==> config.mk <==
export PLATFORM = sky130hd
export DESIGN_NAME = pls_top
export DESIGN_NICKNAME = d
export VERILOG_FILES = /design/src/logic/pls_pkg.sv /design/src/logic/pls_reg_if.sv /design/src/logic/pls_axil.sv /design/src/logic/pls_strap_pin.sv /design/src/logic/pls_top.sv
export SDC_FILE = /design/constraint.sdc
export NUM_CORES = 1
export LEC_CHECK = 0
export BUFFER_PORTS_ARGS = -buffer_cell sky130_fd_sc_hd__clkbuf_2
export CORE_UTILIZATION = 30
export CTS_BUF_LIST = sky130_fd_sc_hd__clkbuf_8
export DETAILED_ROUTE_END_ITERATION = 8
export PLACE_DENSITY = 0.47
export SYNTH_ARGS = -nofsm -noshare
export SYNTH_HDL_FRONTEND = slang
export SYNTH_HIERARCHICAL = 1
export SYNTH_SLANG_ARGS = --single-unit
export TNS_END_PERCENT = 30
==> constraint.sdc <==
create_clock -name CLK_SYS -period 5.7 [get_ports CLK_SYS]
set_clock_uncertainty 0.05 [all_clocks]
set_input_delay 0.285 -clock CLK_SYS [delete_from_list [all_inputs] [get_ports CLK_SYS]]
set_output_delay 0.285 -clock CLK_SYS [all_outputs]
set_load 0.005 [all_outputs]
==> src/logic/pls_pkg.sv <==
// package: register map, reset values, timing and types of the led/strap/power-down block
// Summary of operation
// - no received signal counts as link down
// - idle for 32 s enters deep sleep
// - transmit enable low required to start countdown
// - sleep shuts only sections selected by bits 8-4
// - five status pins set by register 20
// - each pin shows link, activity, tx, rx, col, speed, duplex
// - pins are inputs in reset, latched, then outputs
// - software reset leaves pin direction and straps alone
// - asserted output level is inverse of latched strap
// - management map 0-31 with reserved 9-15
package pls_pkg;
    // =============================================================
    // register indices, byte address is four times the index
    localparam int REG_IDX_W = 5;
    localparam logic [4:0] IDX_CTRL = 5'h00;
    localparam logic [4:0] IDX_STATUS = 5'h01;
    localparam logic [4:0] IDX_ID_HI = 5'h02;
    localparam logic [4:0] IDX_ID_LO = 5'h03;
    localparam logic [4:0] IDX_AN_FIRST = 5'h04;
    localparam logic [4:0] IDX_AN_LAST = 5'h08;
    localparam logic [4:0] IDX_RSV_FIRST = 5'h09;
    localparam logic [4:0] IDX_RSV_LAST = 5'h0F;
    localparam logic [4:0] IDX_LED_CFG = 5'h14;
    localparam logic [4:0] IDX_PD_SEL = 5'h18;
    localparam logic [4:0] IDX_PD_STAT = 5'h19;
    localparam logic [4:0] IDX_STRAP = 5'h1A;
    // =============================================================
    // reset values and field positions
    localparam logic [15:0] CTRL_RESET = 16'h3100;
    localparam logic [15:0] AN_ADV_RESET = 16'h01E1;
    localparam logic [15:0] LED_CFG_RESET = 16'h4D48;
    localparam logic [15:0] PD_SEL_RESET = 16'h01F0;
    localparam logic [15:0] STATUS_BASE = 16'h7809;
    localparam int CTRL_SOFT_RST_BIT = 15;
    localparam int STATUS_LINK_BIT = 2;
    localparam int PD_SEL_LSB = 4;
    localparam int NUM_PINS = 5;
    localparam int LED_FIELD_W = 3;
    localparam int AN_REGS = 5;
    // =============================================================
    // timing: one ms tick, then 32 s of ticks
    localparam int CLK_PERIOD_NS = 10;
    localparam int TICK_TIME_NS = 1000000;
    localparam int TICK_CYCLES = TICK_TIME_NS / CLK_PERIOD_NS;
    localparam int SLEEP_TIME_S = 32;
    localparam int TICKS_PER_S = 1000;
    localparam int SLEEP_TICKS = SLEEP_TIME_S * TICKS_PER_S;
    localparam int TICK_CNT_W = 17;
    localparam int SLEEP_CNT_W = 16;
    // =============================================================
    // bus
    localparam int AXI_ADDR_W = 8;
    localparam logic [1:0] RESP_OKAY = 2'h0;
    localparam logic [1:0] RESP_SLVERR = 2'h2;
    // =============================================================
    // types
    typedef enum logic [2:0] {
        LED_LINK = 3'h0, LED_ACT = 3'h1, LED_TX = 3'h2, LED_RX = 3'h3,
        LED_COL = 3'h4, LED_SPEED = 3'h5, LED_DUPLEX = 3'h6, LED_OFF = 3'h7
    } pls_led_sel_type;
    typedef enum logic [1:0] {
        PD_AWAKE = 2'h0, PD_COUNT = 2'h1, PD_SLEEP = 2'h3
    } pls_pd_state_type;
endpackage

==> src/logic/pls_reg_if.sv <==
// interface: register access between bus slave and register file
`timescale 1ns/1ps
interface pls_reg_if;
    logic wr_en;
    logic [4:0] wr_idx;
    logic [15:0] wr_data;
    logic [1:0] wr_strb;
    logic [4:0] rd_idx;
    logic [15:0] rd_data;
    modport bus (output wr_en, wr_idx, wr_data, wr_strb, rd_idx, input rd_data);
    modport regs (input wr_en, wr_idx, wr_data, wr_strb, rd_idx, output rd_data);
endinterface

==> src/logic/pls_axil.sv <==
// module: axi4-lite slave front end of the register file
`timescale 1ns/1ps
module pls_axil
    import pls_pkg::*;
(
    // clock and reset
    input wire logic clk,
    input wire logic reset,
    // write channels
    input wire logic [7:0] awaddr,
    input wire logic awvalid,
    output logic awready,
    input wire logic [31:0] wdata,
    input wire logic [3:0] wstrb,
    input wire logic wvalid,
    output logic wready,
    output logic [1:0] bresp,
    output logic bvalid,
    input wire logic bready,
    // read channels
    input wire logic [7:0] araddr,
    input wire logic arvalid,
    output logic arready,
    output logic [31:0] rdata,
    output logic [1:0] rresp,
    output logic rvalid,
    input wire logic rready,
    // register side
    pls_reg_if.bus regs
);
    // =============================================================
    // write: address and data taken together, one response open
    logic wr_fire;
    logic rd_fire;
    assign awready = awvalid && wvalid && !bvalid;
    assign wready = awready;
    assign wr_fire = awready;
    // only the lower 32 words exist, the upper half answers slverr
    assign regs.wr_en = wr_fire && !awaddr[7];
    assign regs.wr_idx = awaddr[6:2];
    assign regs.wr_data = wdata[15:0];
    assign regs.wr_strb = wstrb[1:0];

    always_ff @(posedge clk or posedge reset) begin
        if (reset) begin
            bvalid <= 1'b0;
            bresp <= RESP_OKAY;
        end else if (wr_fire) begin
            bvalid <= 1'b1;
            bresp <= awaddr[7] ? RESP_SLVERR : RESP_OKAY;
        end else if (bready) begin
            bvalid <= 1'b0;
        end
    end
    // =============================================================
    // read: one outstanding, data captured at acceptance
    assign arready = !rvalid;
    assign rd_fire = arvalid && arready;
    assign regs.rd_idx = araddr[6:2];

    always_ff @(posedge clk or posedge reset) begin
        if (reset) begin
            rvalid <= 1'b0;
            rdata <= 32'h00000000;
            rresp <= RESP_OKAY;
        end else if (rd_fire) begin
            rvalid <= 1'b1;
            rdata <= araddr[7] ? 32'h00000000 : {16'h0000, regs.rd_data};
            rresp <= araddr[7] ? RESP_SLVERR : RESP_OKAY;
        end else if (rready) begin
            rvalid <= 1'b0;
        end
    end

    bresp_hold_a: assert property (@(posedge clk) disable iff (reset)
        bvalid && !bready |=> bvalid && $stable(bresp))
        else $error("write response dropped before bready");
    read_err_a: assert property (@(posedge clk) disable iff (reset)
        rd_fire && araddr[7] |=> rvalid && rresp == RESP_SLVERR && rdata == 32'h00000000)
        else $error("unmapped read not answered with slverr");
endmodule

==> src/logic/pls_strap_pin.sv <==
// module: one strap pin that turns into an inverted-polarity led driver
`timescale 1ns/1ps
module pls_strap_pin (
    // clock and hardware reset only, soft reset never reaches here
    input wire logic clk,
    input wire logic reset,
    // pin and status
    input wire logic pin_in,
    input wire logic led_on,
    output logic pin_out,
    output logic pin_oe_n,
    output logic strap
);
    // =============================================================
    // capture once after release, drive one cycle later
    logic latched;
    logic drive;
    always_ff @(posedge clk or posedge reset) begin
        if (reset) begin
            latched <= 1'b0;
            strap <= 1'b0;
        end else if (!latched) begin
            latched <= 1'b1;
            strap <= pin_in;
        end
    end
    // the extra stage keeps the pin floating until the strap is known
    always_ff @(posedge clk or posedge reset) begin
        if (reset) begin
            drive <= 1'b0;
        end else begin
            drive <= latched;
        end
    end
    always_ff @(posedge clk or posedge reset) begin
        if (reset) begin
            pin_out <= 1'b0;
        end else begin
            pin_out <= led_on ^ strap;
        end
    end
    assign pin_oe_n = !drive;

    led_invert_a: assert property (@(posedge clk) disable iff (reset)
        latched && $past(latched) |-> pin_out == ($past(led_on) ^ strap))
        else $error("led level not inverse of strap");
    strap_hold_a: assert property (@(posedge clk) disable iff (reset)
        latched |=> latched && $stable(strap) ##1 !pin_oe_n)
        else $error("strap or direction changed after capture");
endmodule

==> src/logic/pls_top.sv <==
// module: top of the led/strap and deep power-down block with its registers
`timescale 1ns/1ps
module pls_top
    import pls_pkg::*;
#(
    parameter int TICK_LEN = TICK_CYCLES,
    parameter int SLEEP_LEN = SLEEP_TICKS,
    // identifier values are arbitrary
    parameter logic [15:0] ID_HI = 16'hA5A5,
    parameter logic [15:0] ID_LO = 16'h5A50
) (
    // clock and reset
    input wire logic CLK_SYS,
    input wire logic RESET,
    // axi4-lite write
    input wire logic [7:0] S_AXI_AWADDR,
    input wire logic S_AXI_AWVALID,
    output logic S_AXI_AWREADY,
    input wire logic [31:0] S_AXI_WDATA,
    input wire logic [3:0] S_AXI_WSTRB,
    input wire logic S_AXI_WVALID,
    output logic S_AXI_WREADY,
    output logic [1:0] S_AXI_BRESP,
    output logic S_AXI_BVALID,
    input wire logic S_AXI_BREADY,
    // axi4-lite read
    input wire logic [7:0] S_AXI_ARADDR,
    input wire logic S_AXI_ARVALID,
    output logic S_AXI_ARREADY,
    output logic [31:0] S_AXI_RDATA,
    output logic [1:0] S_AXI_RRESP,
    output logic S_AXI_RVALID,
    input wire logic S_AXI_RREADY,
    // phy status and mac transmit enable
    input wire logic RX_SIGNAL,
    input wire logic TX_EN,
    input wire logic LINK_UP,
    input wire logic TX_ACTIVE,
    input wire logic RX_ACTIVE,
    input wire logic COLLISION,
    input wire logic SPEED_100,
    input wire logic FULL_DUPLEX,
    // strap/led pins, bit 0 is pin a up to bit 4 pin e
    input wire logic [4:0] STRAP_LED_PIN_IN,
    output logic [4:0] STRAP_LED_PIN_OUT,
    output logic [4:0] STRAP_LED_PIN_OE_N,
    // power control and strap results
    output logic DEEP_SLEEP_STATE,
    output logic [4:0] SECTION_OFF,
    output logic SOFT_RESET,
    output logic [1:0] MGMT_ADDR_STRAP
);
    // =============================================================
    // helpers
    function automatic logic pick_led(input logic [2:0] sel, input logic [7:0] vec);
        pick_led = vec[sel];
    endfunction

    function automatic logic [15:0] merge(input logic [15:0] old, input logic [15:0] d,
                                          input logic [1:0] strb);
        merge = old;
        if (strb[0]) begin
            merge[7:0] = d[7:0];
        end
        if (strb[1]) begin
            merge[15:8] = d[15:8];
        end
    endfunction

    // =============================================================
    // bus slave
    pls_reg_if rif ();

    pls_axil u_axil (
        .clk(CLK_SYS),
        .reset(RESET),
        .awaddr(S_AXI_AWADDR),
        .awvalid(S_AXI_AWVALID),
        .awready(S_AXI_AWREADY),
        .wdata(S_AXI_WDATA),
        .wstrb(S_AXI_WSTRB),
        .wvalid(S_AXI_WVALID),
        .wready(S_AXI_WREADY),
        .bresp(S_AXI_BRESP),
        .bvalid(S_AXI_BVALID),
        .bready(S_AXI_BREADY),
        .araddr(S_AXI_ARADDR),
        .arvalid(S_AXI_ARVALID),
        .arready(S_AXI_ARREADY),
        .rdata(S_AXI_RDATA),
        .rresp(S_AXI_RRESP),
        .rvalid(S_AXI_RVALID),
        .rready(S_AXI_RREADY),
        .regs(rif.bus)
    );

    // =============================================================
    // register file
    logic [15:0] ctrl;
    logic [15:0] an_reg [AN_REGS];
    logic [15:0] led_cfg;
    logic [15:0] pd_sel;
    logic soft_rst;
    logic [4:0] strap;
    pls_pd_state_type pd_state;
    pls_pd_state_type next_state;
    logic wr_ctrl;

    assign wr_ctrl = rif.wr_en && rif.wr_idx == IDX_CTRL;

    // self-clearing reset bit, it is never stored
    always_ff @(posedge CLK_SYS or posedge RESET) begin
        if (RESET) begin
            soft_rst <= 1'b0;
        end else begin
            soft_rst <= wr_ctrl && rif.wr_strb[1] && rif.wr_data[CTRL_SOFT_RST_BIT];
        end
    end
    assign SOFT_RESET = soft_rst;

    always_ff @(posedge CLK_SYS or posedge RESET) begin
        if (RESET) begin
            ctrl <= CTRL_RESET;
        end else if (soft_rst) begin
            ctrl <= CTRL_RESET;
        end else if (wr_ctrl) begin
            ctrl <= merge(ctrl, rif.wr_data, rif.wr_strb) & 16'h7F80;
        end
    end

    genvar g;
    generate
        for (g = 0; g < AN_REGS; g++) begin : g_an
            always_ff @(posedge CLK_SYS or posedge RESET) begin
                if (RESET) begin
                    an_reg[g] <= (g == 0) ? AN_ADV_RESET : 16'h0000;
                end else if (soft_rst) begin
                    an_reg[g] <= (g == 0) ? AN_ADV_RESET : 16'h0000;
                end else if (rif.wr_en && rif.wr_idx == IDX_AN_FIRST + 5'(g)) begin
                    an_reg[g] <= merge(an_reg[g], rif.wr_data, rif.wr_strb);
                end
            end
        end
    endgenerate

    always_ff @(posedge CLK_SYS or posedge RESET) begin
        if (RESET) begin
            led_cfg <= LED_CFG_RESET;
        end else if (soft_rst) begin
            led_cfg <= LED_CFG_RESET;
        end else if (rif.wr_en && rif.wr_idx == IDX_LED_CFG) begin
            led_cfg <= merge(led_cfg, rif.wr_data, rif.wr_strb) & 16'h7FFF;
        end
    end

    always_ff @(posedge CLK_SYS or posedge RESET) begin
        if (RESET) begin
            pd_sel <= PD_SEL_RESET;
        end else if (soft_rst) begin
            pd_sel <= PD_SEL_RESET;
        end else if (rif.wr_en && rif.wr_idx == IDX_PD_SEL) begin
            pd_sel <= merge(pd_sel, rif.wr_data, rif.wr_strb) & 16'h01F0;
        end
    end

    // reserved words and unlisted vendor words read as zero
    always_comb begin
        rif.rd_data = 16'h0000;
        if (rif.rd_idx == IDX_CTRL) begin
            rif.rd_data = ctrl;
        end else if (rif.rd_idx == IDX_STATUS) begin
            rif.rd_data = STATUS_BASE;
            rif.rd_data[STATUS_LINK_BIT] = LINK_UP;
        end else if (rif.rd_idx == IDX_ID_HI) begin
            rif.rd_data = ID_HI;
        end else if (rif.rd_idx == IDX_ID_LO) begin
            rif.rd_data = ID_LO;
        end else if (rif.rd_idx >= IDX_AN_FIRST && rif.rd_idx <= IDX_AN_LAST) begin
            rif.rd_data = an_reg[3'(rif.rd_idx - IDX_AN_FIRST)];
        end else if (rif.rd_idx == IDX_LED_CFG) begin
            rif.rd_data = led_cfg;
        end else if (rif.rd_idx == IDX_PD_SEL) begin
            rif.rd_data = pd_sel;
        end else if (rif.rd_idx == IDX_PD_STAT) begin
            rif.rd_data = {14'h0000, pd_state == PD_SLEEP, pd_state == PD_COUNT};
        end else if (rif.rd_idx == IDX_STRAP) begin
            rif.rd_data = {11'h000, strap};
        end
    end

    // =============================================================
    // deep power-down timer
    logic idle_cond;
    logic [TICK_CNT_W-1:0] tick_cnt;
    logic tick;
    logic [SLEEP_CNT_W-1:0] sleep_cnt;
    logic last_tick;

    // no line signal and no transmit from the mac
    assign idle_cond = !RX_SIGNAL && !TX_EN;
    assign last_tick = tick && sleep_cnt == SLEEP_CNT_W'(SLEEP_LEN - 1);

    // the divider only runs while counting, so each countdown starts clean
    always_ff @(posedge CLK_SYS or posedge RESET) begin
        if (RESET) begin
            tick_cnt <= '0;
            tick <= 1'b0;
        end else if (pd_state != PD_COUNT || !idle_cond) begin
            tick_cnt <= '0;
            tick <= 1'b0;
        end else if (tick_cnt == TICK_CNT_W'(TICK_LEN - 1)) begin
            tick_cnt <= '0;
            tick <= 1'b1;
        end else begin
            tick_cnt <= tick_cnt + 1'b1;
            tick <= 1'b0;
        end
    end

    always_ff @(posedge CLK_SYS or posedge RESET) begin
        if (RESET) begin
            sleep_cnt <= '0;
        end else if (pd_state != PD_COUNT || !idle_cond) begin
            sleep_cnt <= '0;
        end else if (tick) begin
            sleep_cnt <= sleep_cnt + 1'b1;
        end
    end

    always_comb begin
        next_state = pd_state;
        case (pd_state)
            PD_AWAKE: begin
                if (idle_cond) begin
                    next_state = PD_COUNT;
                end
            end
            PD_COUNT: begin
                if (!idle_cond) begin
                    next_state = PD_AWAKE;
                end else if (last_tick) begin
                    next_state = PD_SLEEP;
                end
            end
            PD_SLEEP: begin
                if (!idle_cond) begin
                    next_state = PD_AWAKE;
                end
            end
            default: begin
                next_state = PD_AWAKE;
            end
        endcase
    end

    always_ff @(posedge CLK_SYS or posedge RESET) begin
        if (RESET) begin
            pd_state <= PD_AWAKE;
        end else if (soft_rst) begin
            pd_state <= PD_AWAKE;
        end else begin
            pd_state <= next_state;
        end
    end

    // only the selected sections go dark while asleep
    always_ff @(posedge CLK_SYS or posedge RESET) begin
        if (RESET) begin
            DEEP_SLEEP_STATE <= 1'b0;
            SECTION_OFF <= 5'h00;
        end else if (soft_rst) begin
            DEEP_SLEEP_STATE <= 1'b0;
            SECTION_OFF <= 5'h00;
        end else begin
            DEEP_SLEEP_STATE <= next_state == PD_SLEEP;
            SECTION_OFF <= (next_state == PD_SLEEP) ?
                pd_sel[PD_SEL_LSB +: NUM_PINS] : 5'h00;
        end
    end

    // =============================================================
    // strap pins and led drivers
    logic [7:0] status_vec;
    logic [4:0] led_on;

    assign status_vec = {1'b0, FULL_DUPLEX, SPEED_100, COLLISION,
                         RX_ACTIVE, TX_ACTIVE, TX_ACTIVE || RX_ACTIVE, LINK_UP};

    generate
        for (g = 0; g < NUM_PINS; g++) begin : g_pin
            assign led_on[g] = pick_led(led_cfg[g*LED_FIELD_W +: LED_FIELD_W],
                                        status_vec);
            pls_strap_pin u_pin (
                .clk(CLK_SYS),
                .reset(RESET),
                .pin_in(STRAP_LED_PIN_IN[g]),
                .led_on(led_on[g]),
                .pin_out(STRAP_LED_PIN_OUT[g]),
                .pin_oe_n(STRAP_LED_PIN_OE_N[g]),
                .strap(strap[g])
            );
        end
    endgenerate

    // board resistors on pins a and b give the low address bits
    assign MGMT_ADDR_STRAP = strap[1:0];

    // =============================================================
    // checks
    count_start_a: assert property (@(posedge CLK_SYS) disable iff (RESET)
        pd_state == PD_AWAKE && idle_cond && !soft_rst |=> pd_state == PD_COUNT)
        else $error("countdown did not start when idle");
    no_start_tx_a: assert property (@(posedge CLK_SYS) disable iff (RESET)
        pd_state == PD_AWAKE && (TX_EN || RX_SIGNAL) |=> pd_state == PD_AWAKE)
        else $error("countdown started while not idle");
    sleep_entry_a: assert property (@(posedge CLK_SYS) disable iff (RESET)
        pd_state == PD_COUNT && idle_cond && last_tick && !soft_rst
        |=> pd_state == PD_SLEEP && DEEP_SLEEP_STATE)
        else $error("deep sleep not entered after full count");
    early_sleep_a: assert property (@(posedge CLK_SYS) disable iff (RESET)
        $rose(pd_state == PD_SLEEP) |-> $past(last_tick))
        else $error("deep sleep entered before count ended");
    wake_a: assert property (@(posedge CLK_SYS) disable iff (RESET)
        pd_state != PD_AWAKE && !idle_cond |=> pd_state == PD_AWAKE ##0 SECTION_OFF == 5'h00)
        else $error("activity did not abort or wake");
    sections_a: assert property (@(posedge CLK_SYS) disable iff (RESET)
        pd_state == PD_SLEEP && $past(pd_state == PD_SLEEP) && $stable(pd_sel)
        |-> SECTION_OFF == pd_sel[8:4] && DEEP_SLEEP_STATE)
        else $error("wrong sections off in deep sleep");
    led_pick_a: assert property (@(posedge CLK_SYS) disable iff (RESET)
        !STRAP_LED_PIN_OE_N[0] && $stable(led_cfg)
        |=> STRAP_LED_PIN_OUT[0] == ($past(status_vec[led_cfg[2:0]]) ^ strap[0]))
        else $error("pin a does not follow selected status");
    soft_pins_a: assert property (@(posedge CLK_SYS) disable iff (RESET)
        soft_rst && STRAP_LED_PIN_OE_N == 5'h00 |=> STRAP_LED_PIN_OE_N == 5'h00 && $stable(strap))
        else $error("software reset disturbed pins");
    map_rsv_a: assert property (@(posedge CLK_SYS) disable iff (RESET)
        S_AXI_ARVALID && S_AXI_ARREADY && S_AXI_ARADDR[7:2] >= 6'h09 && S_AXI_ARADDR[7:2] <= 6'h0F
        |=> S_AXI_RDATA == 32'h00000000)
        else $error("reserved register read nonzero");

    sleep_c: cover property (@(posedge CLK_SYS) disable iff (RESET) $rose(DEEP_SLEEP_STATE));
    abort_c: cover property (@(posedge CLK_SYS) disable iff (RESET)
        pd_state == PD_COUNT && TX_EN);
    soft_c: cover property (@(posedge CLK_SYS) disable iff (RESET) soft_rst);
    led_c: cover property (@(posedge CLK_SYS) disable iff (RESET)
        !STRAP_LED_PIN_OE_N[1] && led_on[1]);
endmodule

Word level (Yosys, flattened, before mapping) --
Index checks and enable logic that the tools add are counted.
Operators by class: $add $sub $neg 3, order comparisons 8, equality and inequality tests 20, multiplexer cells 67, bitwise gates (word level) 6, reduce and logical (&&, ||, !) cells 58
Operators by type and width (count):
- 16-bit two-way mux | 28
- 16-bit binary-select mux with 3-bit select | 1
- 17-bit two-way mux | 2
- 8-bit two-way mux | 4
- 2-bit AND reduction | 16
- 5-bit == test (second input constant) | 6
- 2-bit nonzero test | 13
- 5-bit by 3-bit == test with 1-bit output (second input constant) | 4
- 3-bit by 4-bit less-than comparator with 1-bit output (second input constant) | 5
- 5-bit two-way mux | 4
- 17-bit by 1-bit adder with 17-bit output (second input constant) | 1
- 17-bit == test (second input constant) | 1
- 1-bit logical AND | 17
- 16-bit by 1-bit adder with 16-bit output (second input constant) | 1
- 16-bit by 15-bit == test with 1-bit output (second input constant) | 1
- 1-bit binary-select mux with 3-bit select | 5
- 2-bit two-way mux | 7
- 7-bit two-way mux | 2
- 1-bit two-way mux | 13
- 5-bit by 2-bit == test with 1-bit output (second input constant) | 2
- 5-bit logical NOT | 2
- 1-bit logical NOT | 7
- 2-bit one-hot mux with 3 select lines | 1
- 5-bit by 1-bit == test with 1-bit output (second input constant) | 1
- 12 further kinds | 18
Storage, ports and cells: flip-flop bits (word level) 221, input port bits 72, output and inout port bits 60

Logic depth before layout (Yosys ltp) --
depth in word-level cells 11, depth in mapped cells 10

Hierarchy --
Netlist, hierarchy kept.
Modules (own cells, without submodules):
- pls_top | instances 1, cells each 743, area an instance 8129.0 um2, sequential area each 3802.4 um2
- pls_axil | instances 1, cells each 114, area an instance 1287.5 um2, sequential area each 500.5 um2
- pls_strap_pin | instances 5, cells each 9, area an instance 135.1 um2, sequential area each 100.1 um2

Worst setup path before layout --
OpenSTA, ideal clock, no wires.
path kind input port to flip-flop, from input port S_AXI_ARADDR[3], to register u_axil.rdata[13], setup time 125 ps, arrival time 1917 ps, required time 5525 ps, setup slack 3608 ps, stages 9, cell sequence buf_4 -> buf_6 -> or4b_4 -> buf_6 -> nor2_2 -> a21oi_1 -> a32o_1 -> nor2b_1 -> mux2_4
Between the ends: longest elaborated chain between the ends 11
Ends and longest elaborated chain:
- start, declared | RTL line pls_top.sv:27 | input wire logic [7:0] S_AXI_ARADDR,
- 3-bit subtractor | RTL line pls_top.sv:179 | rif.rd_data = an_reg[3'(rif.rd_idx - IDX_AN_FIRST)];
- 3-bit inverter with 4-bit output (not written as such) | RTL line pls_top.sv:179
- 16-bit binary-select mux with 3-bit select | RTL line pls_top.sv:179
- 16-bit two-way mux (not written as such) (2 in a row) | RTL line pls_top.sv:179
- 16-bit two-way mux | RTL line pls_top.sv:178 | end else if (rif.rd_idx >= IDX_AN_FIRST && rif.rd_idx <= IDX_AN_LAST) begin
- 16-bit two-way mux | RTL line pls_top.sv:176 | end else if (rif.rd_idx == IDX_ID_LO) begin
- 16-bit two-way mux | RTL line pls_top.sv:174 | end else if (rif.rd_idx == IDX_ID_HI) begin
- 16-bit two-way mux | RTL line pls_top.sv:171 | end else if (rif.rd_idx == IDX_STATUS) begin
- 16-bit two-way mux (*) | RTL line pls_top.sv:169 | if (rif.rd_idx == IDX_CTRL) begin
- net rif.rd_data[13] | RTL line pls_reg_if.sv:9 | logic [15:0] rd_data;
- 16-bit two-way mux (*) | RTL line pls_axil.sv:68 | rdata <= araddr[7] ? 32'h00000000 : {16'h0000, regs.rd_data};
- end signal, assigned | RTL line pls_axil.sv:68
- end, declared | RTL line pls_axil.sv:24 | output logic [31:0] rdata,
Mark *: on every way through the listed nets, which the timed path passes. The rest lies on a longest branch. The select of a mux whose other input is x is not followed. A chain may end at the register's enable or synchronous reset.

Worst setup path in the final report --
from register u_axil.bvalid, to register ctrl[13]
Between the ends: longest elaborated chain between the ends 6
Ends and longest elaborated chain:
- start, declared | RTL line pls_axil.sv:18 | output logic bvalid,
- start signal, assigned | RTL line pls_axil.sv:46 | bvalid <= 1'b0;
- start signal, assigned | RTL line pls_axil.sv:49 | bvalid <= 1'b1;
- start signal, assigned | RTL line pls_axil.sv:52 | bvalid <= 1'b0;
- 1-bit logical NOT | RTL line pls_axil.sv:35 | assign awready = awvalid && wvalid && !bvalid;
- 1-bit logical AND | RTL line pls_axil.sv:35
- 1-bit logical AND | RTL line pls_axil.sv:39 | assign regs.wr_en = wr_fire && !awaddr[7];
- net rif.wr_en | RTL line pls_reg_if.sv:4 | logic wr_en;
- 1-bit logical AND | RTL line pls_top.sv:109 | assign wr_ctrl = rif.wr_en && rif.wr_idx == IDX_CTRL;
- 2-bit nonzero test (no source line)
- 2-bit AND reduction (no source line)
- end signal, assigned | RTL line pls_top.sv:127 | ctrl <= merge(ctrl, rif.wr_data, rif.wr_strb) & 16'h7F80;
- end, declared | RTL line pls_top.sv:99 | logic [15:0] ctrl;
The timed path passes the listed nets, and every way through them passes these cells.

==> metrics.txt <==
run status=complete, no violations; Rows=66; Post-DP HPWL=18840 µm; final period utilization=45.16%; wirelength, routed=26910 µm; RSZ-0062 raised after global routing=false; CTS resizes=0; DR vias/cell=4.851; io pins=132; via count=6845; Fillers=3351; Slew Viols, Final=0; largest net degree at the start of global routing=60; sw power=approximately 0.0008 W; WL per Instance=19.07 µm; most common cell after layout, fill and taps aside=dfrtp_1; mean area per synthesized cell=around 11 µm²; first-pass GRT wire length=41670 µm; TritonCTS clock tree=done; CP Class=reg -> reg; R2R setup slack=around 3.1 ns; initial cell density of the core=30.78%; clock share of power=33.9%; Post-CTS Setup Bufs=0; R2R Path Start=u_axil/bvalid; fraction of layout cells with a size suffix above 1=a little under a third; hold buffer count at cts=16; Post-synth ARST share=100.0%; Sink Count=191; TritonCTS buffer count=17; Power per Cell Area=~250 nW/µm²; Syn-to-layout area delta=10.40%; sequential share of power=54.1%; Ant. Diodes=0; ys flop type=dfrtp_1; final setup violation count=0; drt drc=0; Hold Vio Cnt, Final=0; Worst Hold Launch=S_AXI_WDATA[5]; CP Data Required Time=roughly 6.1 ns; Cell Count, Final, Fillers Out=1411; clock slew at reported path FFs=0.10 ns; Max Fanout on Critical Path=11; die area=about 34000 µm²; die height=185.4 µm; Synth top area share=between 40% and 50%; fin crit period=approximately 2.6 ns; Yosys reg bits=191; 1st-iter DRT viols=~470; Congestion Overflow GR=0; crit path from=u_axil/bvalid; Synth Warn #=6; EDFF count, synth=0; DP Cell Count=1363; Root Buffer Master=clkbuf_8; GPL Wtd Cong=0.8449; antenna violations before repair=0; vias in the first global route=approximately 6800; Crit path arrival time=between 2 and 3 ns; Port Buffers=91; CTS Buffer Depth=2; Sw Share=just under 30%; Max Freq=0.3885 GHz; Pleak=just over 5 nW; Syn Inst Count=902; Synth area leader=dfrtp_1; Worst VDD drop=0.1405 mV; Die Wd=185.4 µm; Comb pwr share=12.0%; max cap viols=0; Seq/Total Area, Yosys=between 40% and 50%; Pint=0.001953 W; max_slew headroom=28.88%; Cell Area, Synth=10090 µm²; synth unique cells=74; worst skew pair latency=0.49 ns; measured slew at the worst slew-check pin=1.062 ns; H-tree depth=4; final setup TNS=0 ns; min-delay worst type=in -> reg; CP startpoint kind=flip-flop; Post-DRT Antenna Nets=0; commonest cells after routing, fill and taps aside=dfrtp_1, mux2_2, clkbuf_2; iteration count of the initial detailed-routing pass=5; max reg flops=80; GRT Total Usage=between 10% and 20%; Synth area leaders=dfrtp_1, mux2_2, dfstp_2; CP endpoint kind=flip-flop; Nets=1030; Core Area=32780 µm²
worst max-delay path, stage by stage (launching register included):
cell	delay (ns)
dfrtp_1	0.40
nand3b_1	0.22
nor2_1	0.48
nor3b_1	0.32
nand3_1	0.58
a211o_1	0.47
cell families after synthesis:
logic type,synth area share (%)
buffers and inverters,7.761
flip-flops,47.59
AO/OA/AOI/OAI,8.803
AND/OR/NAND/NOR,14.26
other,0.2231
multiplexers,18.25
adder cells (fa/ha/maj),0.2479
XOR/XNOR,2.864
worst paths after layout:
| check | to | cells past startpoint |
|---|---|---|
| worst max-delay path | ctrl[13] | 5 |
| worst min-delay path | led_cfg[5] | 3 |
| worst max register to register | ctrl[13] | 5 |
| worst min register to register | g_pin[0].u_pin/drive | 0 |
| max in group asynchronous | tick_cnt[5] | 4 |
| min in group asynchronous | g_pin[1].u_pin/strap | 3 |
metrics by stage:
stage               power, W  setup WS [ns]  hold slack, ns  util, %  cell area, µm²
floorplan           0.001739          1.332        0.001082        -           10160
global placement    0.001833          2.703          0.2659    32.26           10580
detailed placement  0.001837          2.704          0.2662    32.26           10580
CTS                 0.002795          3.100        0.006206    33.99           11140
global route        0.002890          2.912         0.02600    33.99           11140
finish              0.002746          3.126         0.03619    33.99           11140
metal layers:
layer / track usage (%) / vias up / part of all wire, %
li1: - / 3221 / -
met1: 22.80 / 3426 / 48
met2: 25.38 / 173 / 45
met3: 3.244 / 25 / 4.4
met4: 5.322 / 0 / 2.0
met5: 0 / - / 0
power by group through the flow:
stage	sequential, W	clock, W	combinational, W
6_report	0.00149	0.000931	0.000330
2_1_floorplan	0.00149	0	0.000245
3_5_place_dp	0.00151	0	0.000324
4_1_cts	0.00149	0.000975	0.000334
5_1_grt	0.00149	0.00103	0.000369
3_3_place_gp	0.00151	0	0.000322
cells in the mapped netlist (all sizes together) (6+ instances only):
cell    count
dfrtp     172
mux2      108
nor2       86
buf        82
a21oi      40
inv        36
o21ai      30
mux2i      28
nand2      25
nor2b      25
dfstp      19
nor3       17
xor2       17
xnor2      16
nand3      15
clkbuf     14
nand4      14
mux4       13
and2b      12
a31oi       9
nor4        9
and3        8
nand2b      8
nor3b       8
o22ai       8
conb        6
or2         6
cell type report:
class,count,area [µm²],share of cell area (%)
Clock buffer,17,234.0,2.100
Inverter,36,140.1,1.258
Timing Repair Buffer,114,668.1,5.997
Multi-Input combinational cell,596,4572,41.03
Sequential cell,191,4805,43.12
Tap cell,442,553.0,4.964
Clock inverter,15,170.2,1.527
No activity file was read; power rests on OpenSTA's default activity.
